===== config.mk =====
export PLATFORM = sky130hd
export DESIGN_NAME = buzzer_square_wave_gen
export DESIGN_NICKNAME = d
export VERILOG_FILES = /design/src/hw/tone_gen_pkg.sv /design/src/hw/buzzer_square_wave_gen.sv
export VERILOG_INCLUDE_DIRS = /design/src /design/src/hw
export SDC_FILE = /design/constraint.sdc
export NUM_CORES = 1
export LEC_CHECK = 0
export BUFFER_PORTS_ARGS = -buffer_cell sky130_fd_sc_hd__buf_2
export CORE_UTILIZATION = 37
export CTS_CLUSTER_SIZE = 12
export DETAILED_ROUTE_END_ITERATION = 8
export PLACE_DENSITY = 0.51
export SYNTH_ARGS = -nofsm -noshare
export SYNTH_HDL_FRONTEND = slang
export SYNTH_SLANG_ARGS = --single-unit

===== constraint.sdc =====
create_clock -name core_clk_i -period 9.8 [get_ports core_clk_i]
set_input_delay 0.98 -clock core_clk_i [delete_from_list [all_inputs] [get_ports core_clk_i]]
set_output_delay 0.98 -clock core_clk_i [all_outputs]
set_load 0.05 [all_outputs]

===== src/hw/tone_gen_regs.svh =====
// Register offsets, field positions and timing constants of the tone generator.
`ifndef TONE_GEN_REGS_SVH
`define TONE_GEN_REGS_SVH
`define TONE_CTRL_ADDR        8'h00
`define PORT_MODE_ADDR        8'h01
`define TONE_CMP_MSB          5
`define TONE_CMP_LSB          0
`define TONE_SEL_MSB          7
`define TONE_SEL_LSB          6
`define TONE_PIN_SEL_BIT      4
`define PORT_MODE_RESET       8'h00
`define TONE_CTRL_RESET       8'h00
`define MAIN_CLK_HZ           4000000
`define SYS_CLK_HZ            100000000
`define TONE_DIV_BASE         8
`define SUB_CLK_EXTRA_DIV     128
`define TONE_DIV_BASE_CYC     ((`SYS_CLK_HZ / `MAIN_CLK_HZ) * `TONE_DIV_BASE)
`endif


===== src/hw/tone_gen_pkg.sv =====
// Types shared by the tone generator.
package tone_gen_pkg;
  typedef struct packed {
    logic [1:0] prescale_sel;
    logic [5:0] compare;
  } tone_ctrl_t;
  typedef struct packed {
    logic [7:0] addr;
    logic [7:0] wdata;
    logic       wr;
    logic       rd;
  } reg_req_t;
endpackage


===== src/hw/buzzer_square_wave_gen.sv =====
// Programmable square-wave tone generator with a plain register port.
// Operation
// - Control write clears and restarts tone counter.
// - Counter increments each tick until compare matches.
// - Match clears counter, toggles output: 50% duty.
// - Tone reaches pin only when select bit set.
// - Control register is write-only.
// - Upper two bits select prescaler tap.
// - Frequency = osc / (2 * ratio * (cmp+1)).
// - Codes 00..11 give ratios 8,16,32,64.
// - Sub-clock source divides frequency by 128.
//
// Local design decisions: the address map and the address-and-strobe port.
`timescale 1ns/1ps
`include "tone_gen_regs.svh"
module buzzer_square_wave_gen #(
  parameter int BASE_CYC = `TONE_DIV_BASE_CYC,
  parameter int SUB_DIV  = `SUB_CLK_EXTRA_DIV
) (
  // Clock and reset.
  input  wire logic                   core_clk_i,
  input  wire logic                   rst_n_i,
  // Register port.
  input  wire tone_gen_pkg::reg_req_t req_i,
  output logic [7:0]                  rdata_o,
  // Clock source and port pin.
  input  wire logic                   sub_clk_sel_i,
  input  wire logic                   port_data_i,
  output logic                        tone_port_pin_o,
  output logic                        tone_o
);
  // Refuse divider settings that the prescaler counters cannot serve.
  if (BASE_CYC < 1 || SUB_DIV < 1) begin : g_bad_divider
    $error("Divider parameters must be at least one.");
  end

  logic rst_meta_reg;
  logic rst_sync_n;
  logic sub_meta_reg;
  logic sub_sel_reg;
  logic port_meta_reg;
  logic port_sync_reg;
  tone_gen_pkg::tone_ctrl_t tone_divider_control;
  logic [7:0]  port_mode_reg;
  logic [31:0] pre_cnt_reg;
  logic [31:0] sub_cnt_reg;
  logic [5:0]  tone_cnt_reg;
  logic        tone_reg;
  logic        base_tick;
  logic        tick;
  logic        ctrl_wr;

  always_ff @(posedge core_clk_i or negedge rst_n_i) begin
    if (!rst_n_i) begin
      rst_meta_reg <= 1'b0;
      rst_sync_n   <= 1'b0;
    end else begin
      rst_meta_reg <= 1'b1;
      rst_sync_n   <= rst_meta_reg;
    end
  end

  // Pins from outside the clock domain pass two flip-flops.
  always_ff @(posedge core_clk_i or negedge rst_sync_n) begin
    if (!rst_sync_n) begin
      sub_meta_reg  <= 1'b0;
      sub_sel_reg   <= 1'b0;
      port_meta_reg <= 1'b0;
      port_sync_reg <= 1'b0;
    end else begin
      sub_meta_reg  <= sub_clk_sel_i;
      sub_sel_reg   <= sub_meta_reg;
      port_meta_reg <= port_data_i;
      port_sync_reg <= port_meta_reg;
    end
  end

  assign ctrl_wr = req_i.wr && (req_i.addr == `TONE_CTRL_ADDR);

  // The compare field is cleared here for determinism; software still sets it.
  always_ff @(posedge core_clk_i or negedge rst_sync_n) begin
    if (!rst_sync_n) begin
      tone_divider_control <= `TONE_CTRL_RESET;
      port_mode_reg        <= `PORT_MODE_RESET;
    end else if (ctrl_wr) begin
      tone_divider_control <= req_i.wdata;
    end else if (req_i.wr && (req_i.addr == `PORT_MODE_ADDR)) begin
      port_mode_reg <= req_i.wdata;
    end
  end

  // The control register is write-only and reads as zero.
  always_ff @(posedge core_clk_i or negedge rst_sync_n) begin
    if (!rst_sync_n) begin
      rdata_o <= 8'h00;
    end else if (req_i.rd && (req_i.addr == `PORT_MODE_ADDR)) begin
      rdata_o <= port_mode_reg;
    end else begin
      rdata_o <= 8'h00;
    end
  end

  // Base prescaler: one tick per ratio-8 period of the main clock, scaled
  // by 128 when the slow source is selected.
  assign base_tick = (pre_cnt_reg == 32'(BASE_CYC - 1)) &&
                     (!sub_sel_reg || sub_cnt_reg == 32'(SUB_DIV - 1));

  always_ff @(posedge core_clk_i or negedge rst_sync_n) begin
    if (!rst_sync_n) begin
      pre_cnt_reg <= 32'h0;
      sub_cnt_reg <= 32'h0;
    end else if (pre_cnt_reg == 32'(BASE_CYC - 1)) begin
      pre_cnt_reg <= 32'h0;
      if (!sub_sel_reg || sub_cnt_reg == 32'(SUB_DIV - 1)) begin
        sub_cnt_reg <= 32'h0;
      end else begin
        sub_cnt_reg <= sub_cnt_reg + 32'h1;
      end
    end else begin
      pre_cnt_reg <= pre_cnt_reg + 32'h1;
    end
  end

  // Tap select: ratio 8 << code, via a free-running 3-bit tap counter.
  logic [2:0] tap_cnt_reg;
  always_ff @(posedge core_clk_i or negedge rst_sync_n) begin
    if (!rst_sync_n) begin
      tap_cnt_reg <= 3'h0;
    end else if (base_tick) begin
      tap_cnt_reg <= tap_cnt_reg + 3'h1;
    end
  end

  always_comb begin
    case (tone_divider_control.prescale_sel)
      2'h0:    tick = base_tick;
      2'h1:    tick = base_tick && (tap_cnt_reg[0] == 1'b1);
      2'h2:    tick = base_tick && (tap_cnt_reg[1:0] == 2'h3);
      default: tick = base_tick && (tap_cnt_reg == 3'h7);
    endcase
  end

  // Base ticks seen since the last tone tick. The spacing is only judged once
  // a tick has passed under the present code: the tap counter runs free, so
  // the first tick after a code change may come early.
  logic [2:0] tap_gap_reg;
  logic       tap_steady_reg;
  always_ff @(posedge core_clk_i or negedge rst_sync_n) begin
    if (!rst_sync_n) begin
      tap_gap_reg <= 3'h0;
    end else if (tick) begin
      tap_gap_reg <= 3'h0;
    end else if (base_tick) begin
      tap_gap_reg <= tap_gap_reg + 3'h1;
    end
  end

  always_ff @(posedge core_clk_i or negedge rst_sync_n) begin
    if (!rst_sync_n) begin
      tap_steady_reg <= 1'b0;
    end else if (ctrl_wr && req_i.wdata[`TONE_SEL_MSB:`TONE_SEL_LSB] != tone_divider_control.prescale_sel) begin
      tap_steady_reg <= 1'b0;
    end else if (tick) begin
      tap_steady_reg <= 1'b1;
    end
  end

  // A control write wins over a tick in the same cycle, so the counter always restarts from zero; the prescaler is not restarted.
  always_ff @(posedge core_clk_i or negedge rst_sync_n) begin
    if (!rst_sync_n) begin
      tone_cnt_reg <= 6'h00;
      tone_reg     <= 1'b0;
    end else if (ctrl_wr) begin
      tone_cnt_reg <= 6'h00;
    end else if (tick) begin
      if (tone_cnt_reg == tone_divider_control.compare) begin
        tone_cnt_reg <= 6'h00;
        tone_reg     <= ~tone_reg;
      end else begin
        tone_cnt_reg <= tone_cnt_reg + 6'h01;
      end
    end
  end

  always_ff @(posedge core_clk_i or negedge rst_sync_n) begin
    if (!rst_sync_n) begin
      tone_o          <= 1'b0;
      tone_port_pin_o <= 1'b0;
    end else begin
      // Both outputs are registered, so while the select bit routes the tone, the pin and tone_o change in the same cycle, one cycle after tone_reg.
      tone_o          <= tone_reg;
      tone_port_pin_o <= port_mode_reg[`TONE_PIN_SEL_BIT] ? tone_reg : port_sync_reg;
    end
  end

  // Checks run on the synchronised reset so that they stay quiet while the
  // release ripples through its two flip-flops.
  a_write_clears: assert property (@(posedge core_clk_i) disable iff (!rst_sync_n)
    ctrl_wr |=> tone_cnt_reg == 6'h00) else $error("Counter not cleared by write.");
  a_count_bound: assert property (@(posedge core_clk_i) disable iff (!rst_sync_n)
    (tick && !ctrl_wr && tone_cnt_reg != tone_divider_control.compare) |=>
    tone_cnt_reg == $past(tone_cnt_reg) + 6'h01) else $error("Counter failed to step.");
  a_match_toggle: assert property (@(posedge core_clk_i) disable iff (!rst_sync_n)
    (tick && !ctrl_wr && tone_cnt_reg == tone_divider_control.compare) |=>
    tone_reg != $past(tone_reg)) else $error("Tone did not toggle on match.");
  a_hold_level: assert property (@(posedge core_clk_i) disable iff (!rst_sync_n)
    !tick |=> $stable(tone_reg)) else $error("Tone changed without a tick.");
  a_pin_route: assert property (@(posedge core_clk_i) disable iff (!rst_sync_n)
    port_mode_reg[`TONE_PIN_SEL_BIT] && $stable(port_mode_reg) |=>
    tone_port_pin_o == $past(tone_reg)) else $error("Pin not carrying tone.");
  a_pin_port: assert property (@(posedge core_clk_i) disable iff (!rst_sync_n)
    !port_mode_reg[`TONE_PIN_SEL_BIT] && $stable(port_mode_reg) |=>
    tone_port_pin_o == $past(port_sync_reg)) else $error("Pin not carrying port data.");
  a_ctrl_wo: assert property (@(posedge core_clk_i) disable iff (!rst_sync_n)
    req_i.rd && req_i.addr == `TONE_CTRL_ADDR |=> rdata_o == 8'h00) else $error("Control readable.");
  a_tap_fast: assert property (@(posedge core_clk_i) disable iff (!rst_sync_n)
    tone_divider_control.prescale_sel == 2'h0 |-> tick == base_tick) else $error("Tap 00 wrong.");
  a_tap_spacing: assert property (@(posedge core_clk_i) disable iff (!rst_sync_n)
    tick && tap_steady_reg |-> tap_gap_reg == 3'((4'h1 << tone_divider_control.prescale_sel) - 4'h1))
    else $error("Tap spacing wrong.");
  a_sub_gate: assert property (@(posedge core_clk_i) disable iff (!rst_sync_n)
    sub_sel_reg && base_tick |-> sub_cnt_reg == 32'(SUB_DIV - 1)) else $error("Sub divide wrong.");
endmodule


=== Word level (Yosys, flattened, before mapping) ===
Cells that the tools add are included.

* Register bits: 106
* Latch bits: 0
* RAM bits: 0
* Memory bits (read-only): 0
* Input port bits: 22
* Output and inout port bits: 10
* Word-level logic and storage cells: 53
* Memories kept: 0

* $add $sub $neg: 4
* Multipliers: 0
* Div/mod/pow operators: 0
* Magnitude comparators: 0
* Equality and inequality tests: 8
* Shift operators: 0
* Mux-type cells: 8
* Bitwise logic cells: 2
* Reduce and logical (&&, ||, !) cells: 14

{| class="wikitable"
|+ Operator list
! cell !! count
|-
| adder 32 x 1 -> 32 bit (second input constant) || 2
|-
| 2-to-1 mux 32 bit || 2
|-
| == test 32 x 7 -> 1 bit (second input constant) || 1
|-
| == test 32 x 8 -> 1 bit (second input constant) || 1
|-
| 2-to-1 mux 6 bit || 3
|-
| == test 8 x 1 -> 1 bit (second input constant) || 1
|-
| zero test 8 bit || 1
|-
| 2-to-1 mux 8 bit || 1
|-
| logical AND 1 bit || 7
|-
| adder 6 x 1 -> 6 bit (second input constant) || 1
|-
| == test 6 bit || 1
|-
| == test 2 bit (second input constant) || 2
|-
| adder 3 x 1 -> 3 bit (second input constant) || 1
|-
| == test 3 bit (second input constant) || 1
|-
| one-hot mux 1 bit (3 select lines) || 1
|-
| AND reduction 3 bit || 1
|-
| == test 2 x 1 -> 1 bit (second input constant) || 1
|-
| zero test 2 bit || 1
|-
| NOT 1 bit || 2
|-
| AND reduction 2 bit || 1
|-
| nonzero test 2 bit || 1
|-
| zero test 1 bit || 1
|-
| logical OR 1 bit || 1
|-
| 2-to-1 mux 1 bit || 1
|}

=== Longest topological paths before layout ===
Gate-level depths: netlist of the first run.

* Depth in word-level cells: 7
* Gate-level depth with buffers: 9
* Depth with buffers taken out: 7

=== Worst setup path after synthesis of the first run ===
Ideal clock, no wire load.

* Path kind: input-to-reg
* Start point: input req_i[15] (netlist bit)
* End point: register tone_divider_control[6] (netlist bit)
* Setup time: 0.133 ns
* Arrival time: 2.421 ns
* Required time: 9.667 ns
* Setup slack: 7.246 ns
* Stages: 4
* Path buffers: 1
* Cell sequence: or4_1 nor4_1 clkbuf_1 o21ai_0

* Cells in the longest elaborated chain, start to end: 2

{| class="wikitable"
|+ Ends and longest elaborated chain
! item !! RTL line !! RTL
|-
| from (decl) || buzzer_square_wave_gen.sv:24 || <nowiki>input wire tone_gen_pkg::reg_req_t req_i,</nowiki>
|-
| zero test 8 bit (no source line) || -- ||
|-
| logical AND 1 bit || buzzer_square_wave_gen.sv:78 || <nowiki>assign ctrl_wr = req_i.wr && (req_i.addr == `TONE_CTRL_ADDR);</nowiki>
|-
| to (signal assigned) || buzzer_square_wave_gen.sv:83 || <nowiki>tone_divider_control <= `TONE_CTRL_RESET;</nowiki>
|-
| to (signal assigned) || buzzer_square_wave_gen.sv:86 || <nowiki>tone_divider_control <= req_i.wdata;</nowiki>
|-
| to (decl) || buzzer_square_wave_gen.sv:43 || <nowiki>tone_gen_pkg::tone_ctrl_t tone_divider_control;</nowiki>
|}

No other way between the ends.
A chain may end at the register's enable or synchronous reset.

=== Worst setup path after layout of the first run ===
* Start point: register pre_cnt_reg[0]
* End point: register sub_cnt_reg[30]

* Cells in the longest elaborated chain, start to end: 1

{| class="wikitable"
|+ Ends and longest elaborated chain
! item !! RTL line !! RTL
|-
| from (decl) || buzzer_square_wave_gen.sv:45 || <nowiki>logic [31:0] pre_cnt_reg;</nowiki>
|-
| from (signal assigned) || buzzer_square_wave_gen.sv:120 || <nowiki>pre_cnt_reg <= pre_cnt_reg + 32'h1;</nowiki>
|-
| == test 32 x 8 -> 1 bit || buzzer_square_wave_gen.sv:112 || <nowiki>end else if (pre_cnt_reg == 32'(BASE_CYC - 1)) begin</nowiki>
|-
| to (signal assigned) || buzzer_square_wave_gen.sv:117 || <nowiki>sub_cnt_reg <= sub_cnt_reg + 32'h1;</nowiki>
|-
| to (decl) || buzzer_square_wave_gen.sv:46 || <nowiki>logic [31:0] sub_cnt_reg;</nowiki>
|}

No other way between the ends.

==> results.ini, run 1 <==
[job]
maxCapViolations=0

[detailed_routing]
detail_route.vias_per_cell=5.28
postRouteAntennaNets=0
post-route-drc-count=0
routed_wire_length_per_instance_um=14.7
initialDrtViolationCount=201
routed_via_count=3699
drt-total-wl_um=10300
drt-pass1-iter-count=4

[setup_path]
critPathTopFamily=simple AND/OR/NAND/NOR gates
critPathBufInv=0
slowest_stage=or4_1
critical_path.most_common_cell=or4_1
worst_ep_arrival_time_ps=3230
reg2regPathDepth=6
startpoint_type=flop
worstSetupPathDepth=6
critical_path.endpoint_type=flop
reg2reg_from=pre_cnt_reg[0]$_DFF_PN0_
timing.critical_path.cells=ha_1 -> nor4b_2 -> nand4_1 -> or4_1 -> or4_1 -> a21oi_1
path_class=reg2reg
crit_startpoint=pre_cnt_reg[0]$_DFF_PN0_
slowest_delay_ps=860
worstPathRequired_ps=10080
worst-path-max-fanout=17

[timing]
achievable-frequency_mhz=339
fin_setup_tns_ps=0
slew-limit-headroom=0.241
min_period_ps=2950
finalClockSkew_ps=11.5
final_hold_viol_count=0
tightestPinTransition_ps=1130
final_max_slew_violation_count=0
portion_of_the_clock_cycle_consumed_by_the_worst_path_in_the_final_layout=0.301
setup_viol=0
rsz0062_at_grt=false

[logic_synthesis]
fraction_of_post_synthesis_cell_area_in_the_top_cell_type_by_area=0.525
synth_nets=515
postSynth.topFlopCell=dfrtp_1
syn-instance-count=485
synthMostInstantiatedCell=dfrtp_1
synth_sequential_area_ratio=0.525
netlist_top_cells_area=dfrtp_1, xnor2_1, nand2_1
yosys.cell_types.count=47
ff_latch_count_synth=106
synth-warning-count=0
postSynthAreaPerCell_um2=10.4
synth.largest_area_cell=dfrtp_1
synthesis.area_um2=5050
synth-async-reset-ratio=1.00
synthTopCellsByCount=dfrtp_1, nand2_1, nand3_1
synth_enable_flop_cells=0

[clock_network]
ctsHtreeMaxLevel=3
holdBufCountCts=0
clock_sink_count=106
tritoncts_buffers=9
clk_pin_slew_ps=70
cts_setup_buffers=0
tritoncts_clock_tree=done
cts_resized=0
clk_root_buffer_cell=clkbuf_16
max-clock-path-buffers=2
worstSkewPairLatency_ps=350

[final_layout]
drive_above_1_share=0.143
area_growth_syn_to_layout_pct=12.6
num-fill-cells=1288
final_net_count=549
num_antenna_cells=0

[power_and_ir_drop]
comb_power_share=0.033
power.leakage_nw=2.52
clock_power_share=0.414
power_switching_uw=187
peakVddDrop_uv=132
power.share.sequential=0.553
power_density_nw_per_um2=143
p_int_uw=628
p_sw_frac=0.229
power_uw=815

[floorplan]
rows=42
start_util=0.380
dieArea_um2=14100
dieWidth_um=119
top_level_ports=32
coreArea_um2=13300
die_height_um=119

[placed_design]
post-dp-hpwl_um=6940
port_buffers=31
place.gp.congestion=0.764

[hold_path]
hold_path.class=reg2async

[grt]
initial_antenna_violation_count=0
gr-total-overflow=0
first_pass_grt_wire_length_um=18000
first_global_vias=3664
groute.usage.overall=0.160
grt_max_degree=73

[status]
outcome=complete, no violations

per-layer routing:
metal | global-route usage | vias up | wire length [um]
met5 | 0 | - | 0
met4 | 0.0451 | 0 | 121
met3 | 0.0469 | 11 | 337
met2 | 0.242 | 46 | 4650
met1 | 0.224 | 1812 | 5160
li1 | - | 1830 | -
worst paths after layout:
path                                          endpoint  slack [ps]
min reg2reg                   pre_cnt_reg[3]$_DFF_PN0_         270
min                           pre_cnt_reg[3]$_DFF_PN0_         270
max in group asynchronous  sub_cnt_reg[17]$_DFFE_PN0N_        8260
max reg2reg                sub_cnt_reg[30]$_DFFE_PN0N_        6850
min in group core_clk_i           rst_sync_n$_DFF_PN0_         350
max                        sub_cnt_reg[30]$_DFFE_PN0N_        6850
worst register-to-register path, delay by kind of cell (launching register included):
family          cells  cell delay [ps]
compound gates      1              150
fa+ha+maj           1              240
flops               1              410
simple gates        4             2080
power groups by stage:
stage / clock network, mW / registers [mW] / logic [mW]
2_1_floorplan: 0 / 0.462 / 0.0124
3_3_place_gp: 0 / 0.460 / 0.0275
3_5_place_dp: 0 / 0.460 / 0.0277
4_1_cts: 0.352 / 0.451 / 0.0279
5_1_grt: 0.367 / 0.452 / 0.0314
6_report: 0.337 / 0.451 / 0.0270
placed cells by master, fill, tap and decap left out, drive strengths merged, types with 8 or more instances in the layout:
master  instances
ha              8
clkbuf         11
xor2           17
dfrtp         106
nand2          53
or3            19
nor2           26
buf            35
o21ai          19
and2           11
nand3          27
nor4           16
mux2           11
nand4          15
or4            14
a21oi          23
xnor2          25
inv            16
and3           10
o31ai          10
logic make-up (layout without fill, tap and decap cells):
logic type / Yosys count / after routing / share of synthesized area
compound gates: 72 / 72 / 0.0881
xor+xnor: 42 / 42 / 0.0728
fa+ha+maj: 8 / 8 / 0.0198
buf+inv: 26 / 65 / 0.0198
flops: 106 / 106 / 0.525
mux: 11 / 11 / 0.0245
other cells: 1 / 1 / 0.000742
simple gates: 219 / 219 / 0.250
final cells by class:
| type | count | area (um2) | share of cell area |
|---|---|---|---|
| Sequential cell | 106 | 2660 | 0.467 |
| Multi-Input combinational cell | 353 | 2310 | 0.405 |
| Clock buffer | 11 | 233 | 0.0409 |
| Tap cell | 176 | 220 | 0.0387 |
| Timing Repair Buffer | 35 | 185 | 0.0325 |
| Inverter | 14 | 52.6 | 0.00923 |
| Clock inverter | 5 | 37.5 | 0.00659 |
through the flow:
step / util / instances / area (um2) / setup WS [ps] / hold WS (ps)
final: 0.428 / 700 / 5690 / 6850 / 272
after global routing: 0.428 / 700 / 5690 / 6700 / 314
after CTS: 0.428 / 700 / 5690 / 6850 / 290
after detailed placement: 0.408 / 684 / 5420 / 6880 / 286
after global placement: 0.408 / 684 / 5420 / 6900 / 284
after floorplan: - / 485 / 5050 / 6630 / 331
Note: power is estimated with default switching activity, not from simulation.
==> run 2, diff against run 1 <==
==> constraint.sdc (replaced) <==
create_clock -name core_clk_i -period 3.1 [get_ports core_clk_i]
set_input_delay 0.31 -clock core_clk_i [delete_from_list [all_inputs] [get_ports core_clk_i]]
set_output_delay 0.31 -clock core_clk_i [all_outputs]
set_load 0.05 [all_outputs]
==> results.ini, run 2 (synthesis gave the netlist of run 1 again) <==
[setup_path]
critical_path.most_common_cell=or4_1
critPathTopFamily=simple AND/OR/NAND/NOR gates
worst_ep_arrival_time_ps=3000
worstPathRequired_ps=3380
slowest_stage=or4_1
timing.critical_path.cells=ha_1 -> nor4b_2 -> nand4_1 -> or4_1 -> or4_1 -> a21oi_1
worst-path-max-fanout=17
reg2reg_from=pre_cnt_reg[0]$_DFF_PN0_
critical_path.endpoint_type=flop
slowest_delay_ps=780
rr_endpoint=sub_cnt_reg[26]$_DFFE_PN0N_
reg2regPathDepth=6
rrSetupSlack_ps=380
critPathBufInv=0
startpoint_type=flop
path_class=reg2reg

[power_and_ir_drop]
power.leakage_nw=2.58
power.share.sequential=0.540
p_int_mw=2.02
comb_power_share=0.032
clock_power_share=0.428
power_density_nw_per_um2=457
power_switching_uw=626
peakVddDrop_uv=408
p_sw_frac=0.237

[floorplan]
coreArea_um2=13300
start_util=0.380
die_height_um=119
dieArea_um2=14100
rows=42
top_level_ports=32
dieWidth_um=119

[detailed_routing]
postRouteAntennaNets=0
detail_route.vias_per_cell=5.28
post-route-drc-count=0
drt-total-wl_um=10600
routed_wire_length_per_instance_um=15.0
drt-pass1-iter-count=4
initialDrtViolationCount=136
routed_via_count=3750

[timing]
achievable-frequency_mhz=368
final_hold_viol_count=0
rsz0062_at_grt=false
setup_viol=0
min_period_ps=2720
final_max_slew_violation_count=0
fin_setup_tns_ps=0
slew-limit-headroom=0.540
whs_ps=60.1
portion_of_the_clock_cycle_consumed_by_the_worst_path_in_the_final_layout=0.877
tightestPinTransition_ps=684
finalClockSkew_ps=9.19

[final_layout]
final_common_cell=dfrtp_1
drive_above_1_share=0.159
stdcell_area_um2=5790
area_growth_syn_to_layout_pct=14.5
final_net_count=559
num_antenna_cells=0
most-common-layout-cells=dfrtp_1, nand2_1, buf_2

[grt]
first_pass_grt_wire_length_um=18500
first_global_vias=3749
busiest_layer=met2
grt.met1_usage=0.225
globalRouteMet3Util=0.0412
initial_antenna_violation_count=0
groute.usage.overall=0.166
gr-total-overflow=0
use_met2=0.258
grt_max_degree=44

[clock_network]
clock_sink_count=106
cts_resized=0
ctsHtreeMaxLevel=3
clk_pin_slew_ps=80
cts_setup_buffers=0
worstSkewPairLatency_ps=360
max-clock-path-buffers=2
tritoncts_buffers=9
clk_root_buffer_cell=clkbuf_16
tritoncts_clock_tree=done

[placed_design]
post-dp-hpwl_um=7340
port_buffers=31
place.gp.congestion=0.771
placedInstanceArea_um2=5490

[hold_path]
hold_path.class=in2reg
worst_hold_path.num_cells=1
min-delay-start=port_data_i
worst_case_hold_path_end_point=port_meta_reg$_DFF_PN0_

[status]
outcome=complete, no violations

[job]
maxCapViolations=0

-- run 2: through the flow --
stage | std cells | utilization | power [mW] | setup WS, ps
2_1_floorplan | 485 | - | 1.50 | 742
3_3_place_gp | 693 | 0.413 | 1.54 | 433
3_5_place_dp | 693 | 0.413 | 1.54 | 375
4_1_cts | 710 | 0.435 | 2.68 | 352
5_1_grt | 710 | 0.435 | 2.76 | 189
6_report | 710 | 0.435 | 2.65 | 381
-- run 2: final cells by class --
class,instances,area (um2)
clock inverter,5,46.3
clock buffer,11,243
timing repair buffer,45,263
multi-input combinational,353,2310
tap,176,220
sequential,106,2660
fill,1240,7510
inverter,14,52.6
-- run 2: power by group through the flow --
| stage | clock network [mW] | registers [mW] | logic [mW] |
|---|---|---|---|
| 2_1_floorplan | 0 | 1.46 | 0.0391 |
| 3_3_place_gp | 0 | 1.46 | 0.0856 |
| 3_5_place_dp | 0 | 1.46 | 0.0871 |
| 4_1_cts | 1.17 | 1.43 | 0.0887 |
| 5_1_grt | 1.22 | 1.43 | 0.0998 |
| 6_report | 1.13 | 1.43 | 0.0857 |
-- run 2: worst max-delay path by stage --
stage / startpoint / to / slack, ps / cells after the start
6_report: pre_cnt_reg[0]$_DFF_PN0_ / sub_cnt_reg[26]$_DFFE_PN0N_ / 380 / 6
5_1_grt: pre_cnt_reg[0]$_DFF_PN0_ / sub_cnt_reg[26]$_DFFE_PN0N_ / 190 / 6
4_1_cts: pre_cnt_reg[0]$_DFF_PN0_ / sub_cnt_reg[26]$_DFFE_PN0N_ / 350 / 6
3_5_place_dp: pre_cnt_reg[0]$_DFF_PN0_ / sub_cnt_reg[30]$_DFFE_PN0N_ / 370 / 6
3_3_place_gp: pre_cnt_reg[0]$_DFF_PN0_ / sub_cnt_reg[30]$_DFFE_PN0N_ / 430 / 6
2_1_floorplan: pre_cnt_reg[0]$_DFF_PN0_ / sub_cnt_reg[26]$_DFFE_PN0N_ / 740 / 7
-- run 2: timing repair --
action / in CTS / in global routing
hold endpoints to repair: 2 / 0
hold buffers: 1 / 0
endpoints found under the setup margin: 0 / 0
-- run 2: routing by layer --
layer	vias to the layer above	wire length, um
met2	49	4890
li1	1835	-
met1	1853	5280
met5	-	0
met3	13	277
met4	0	185
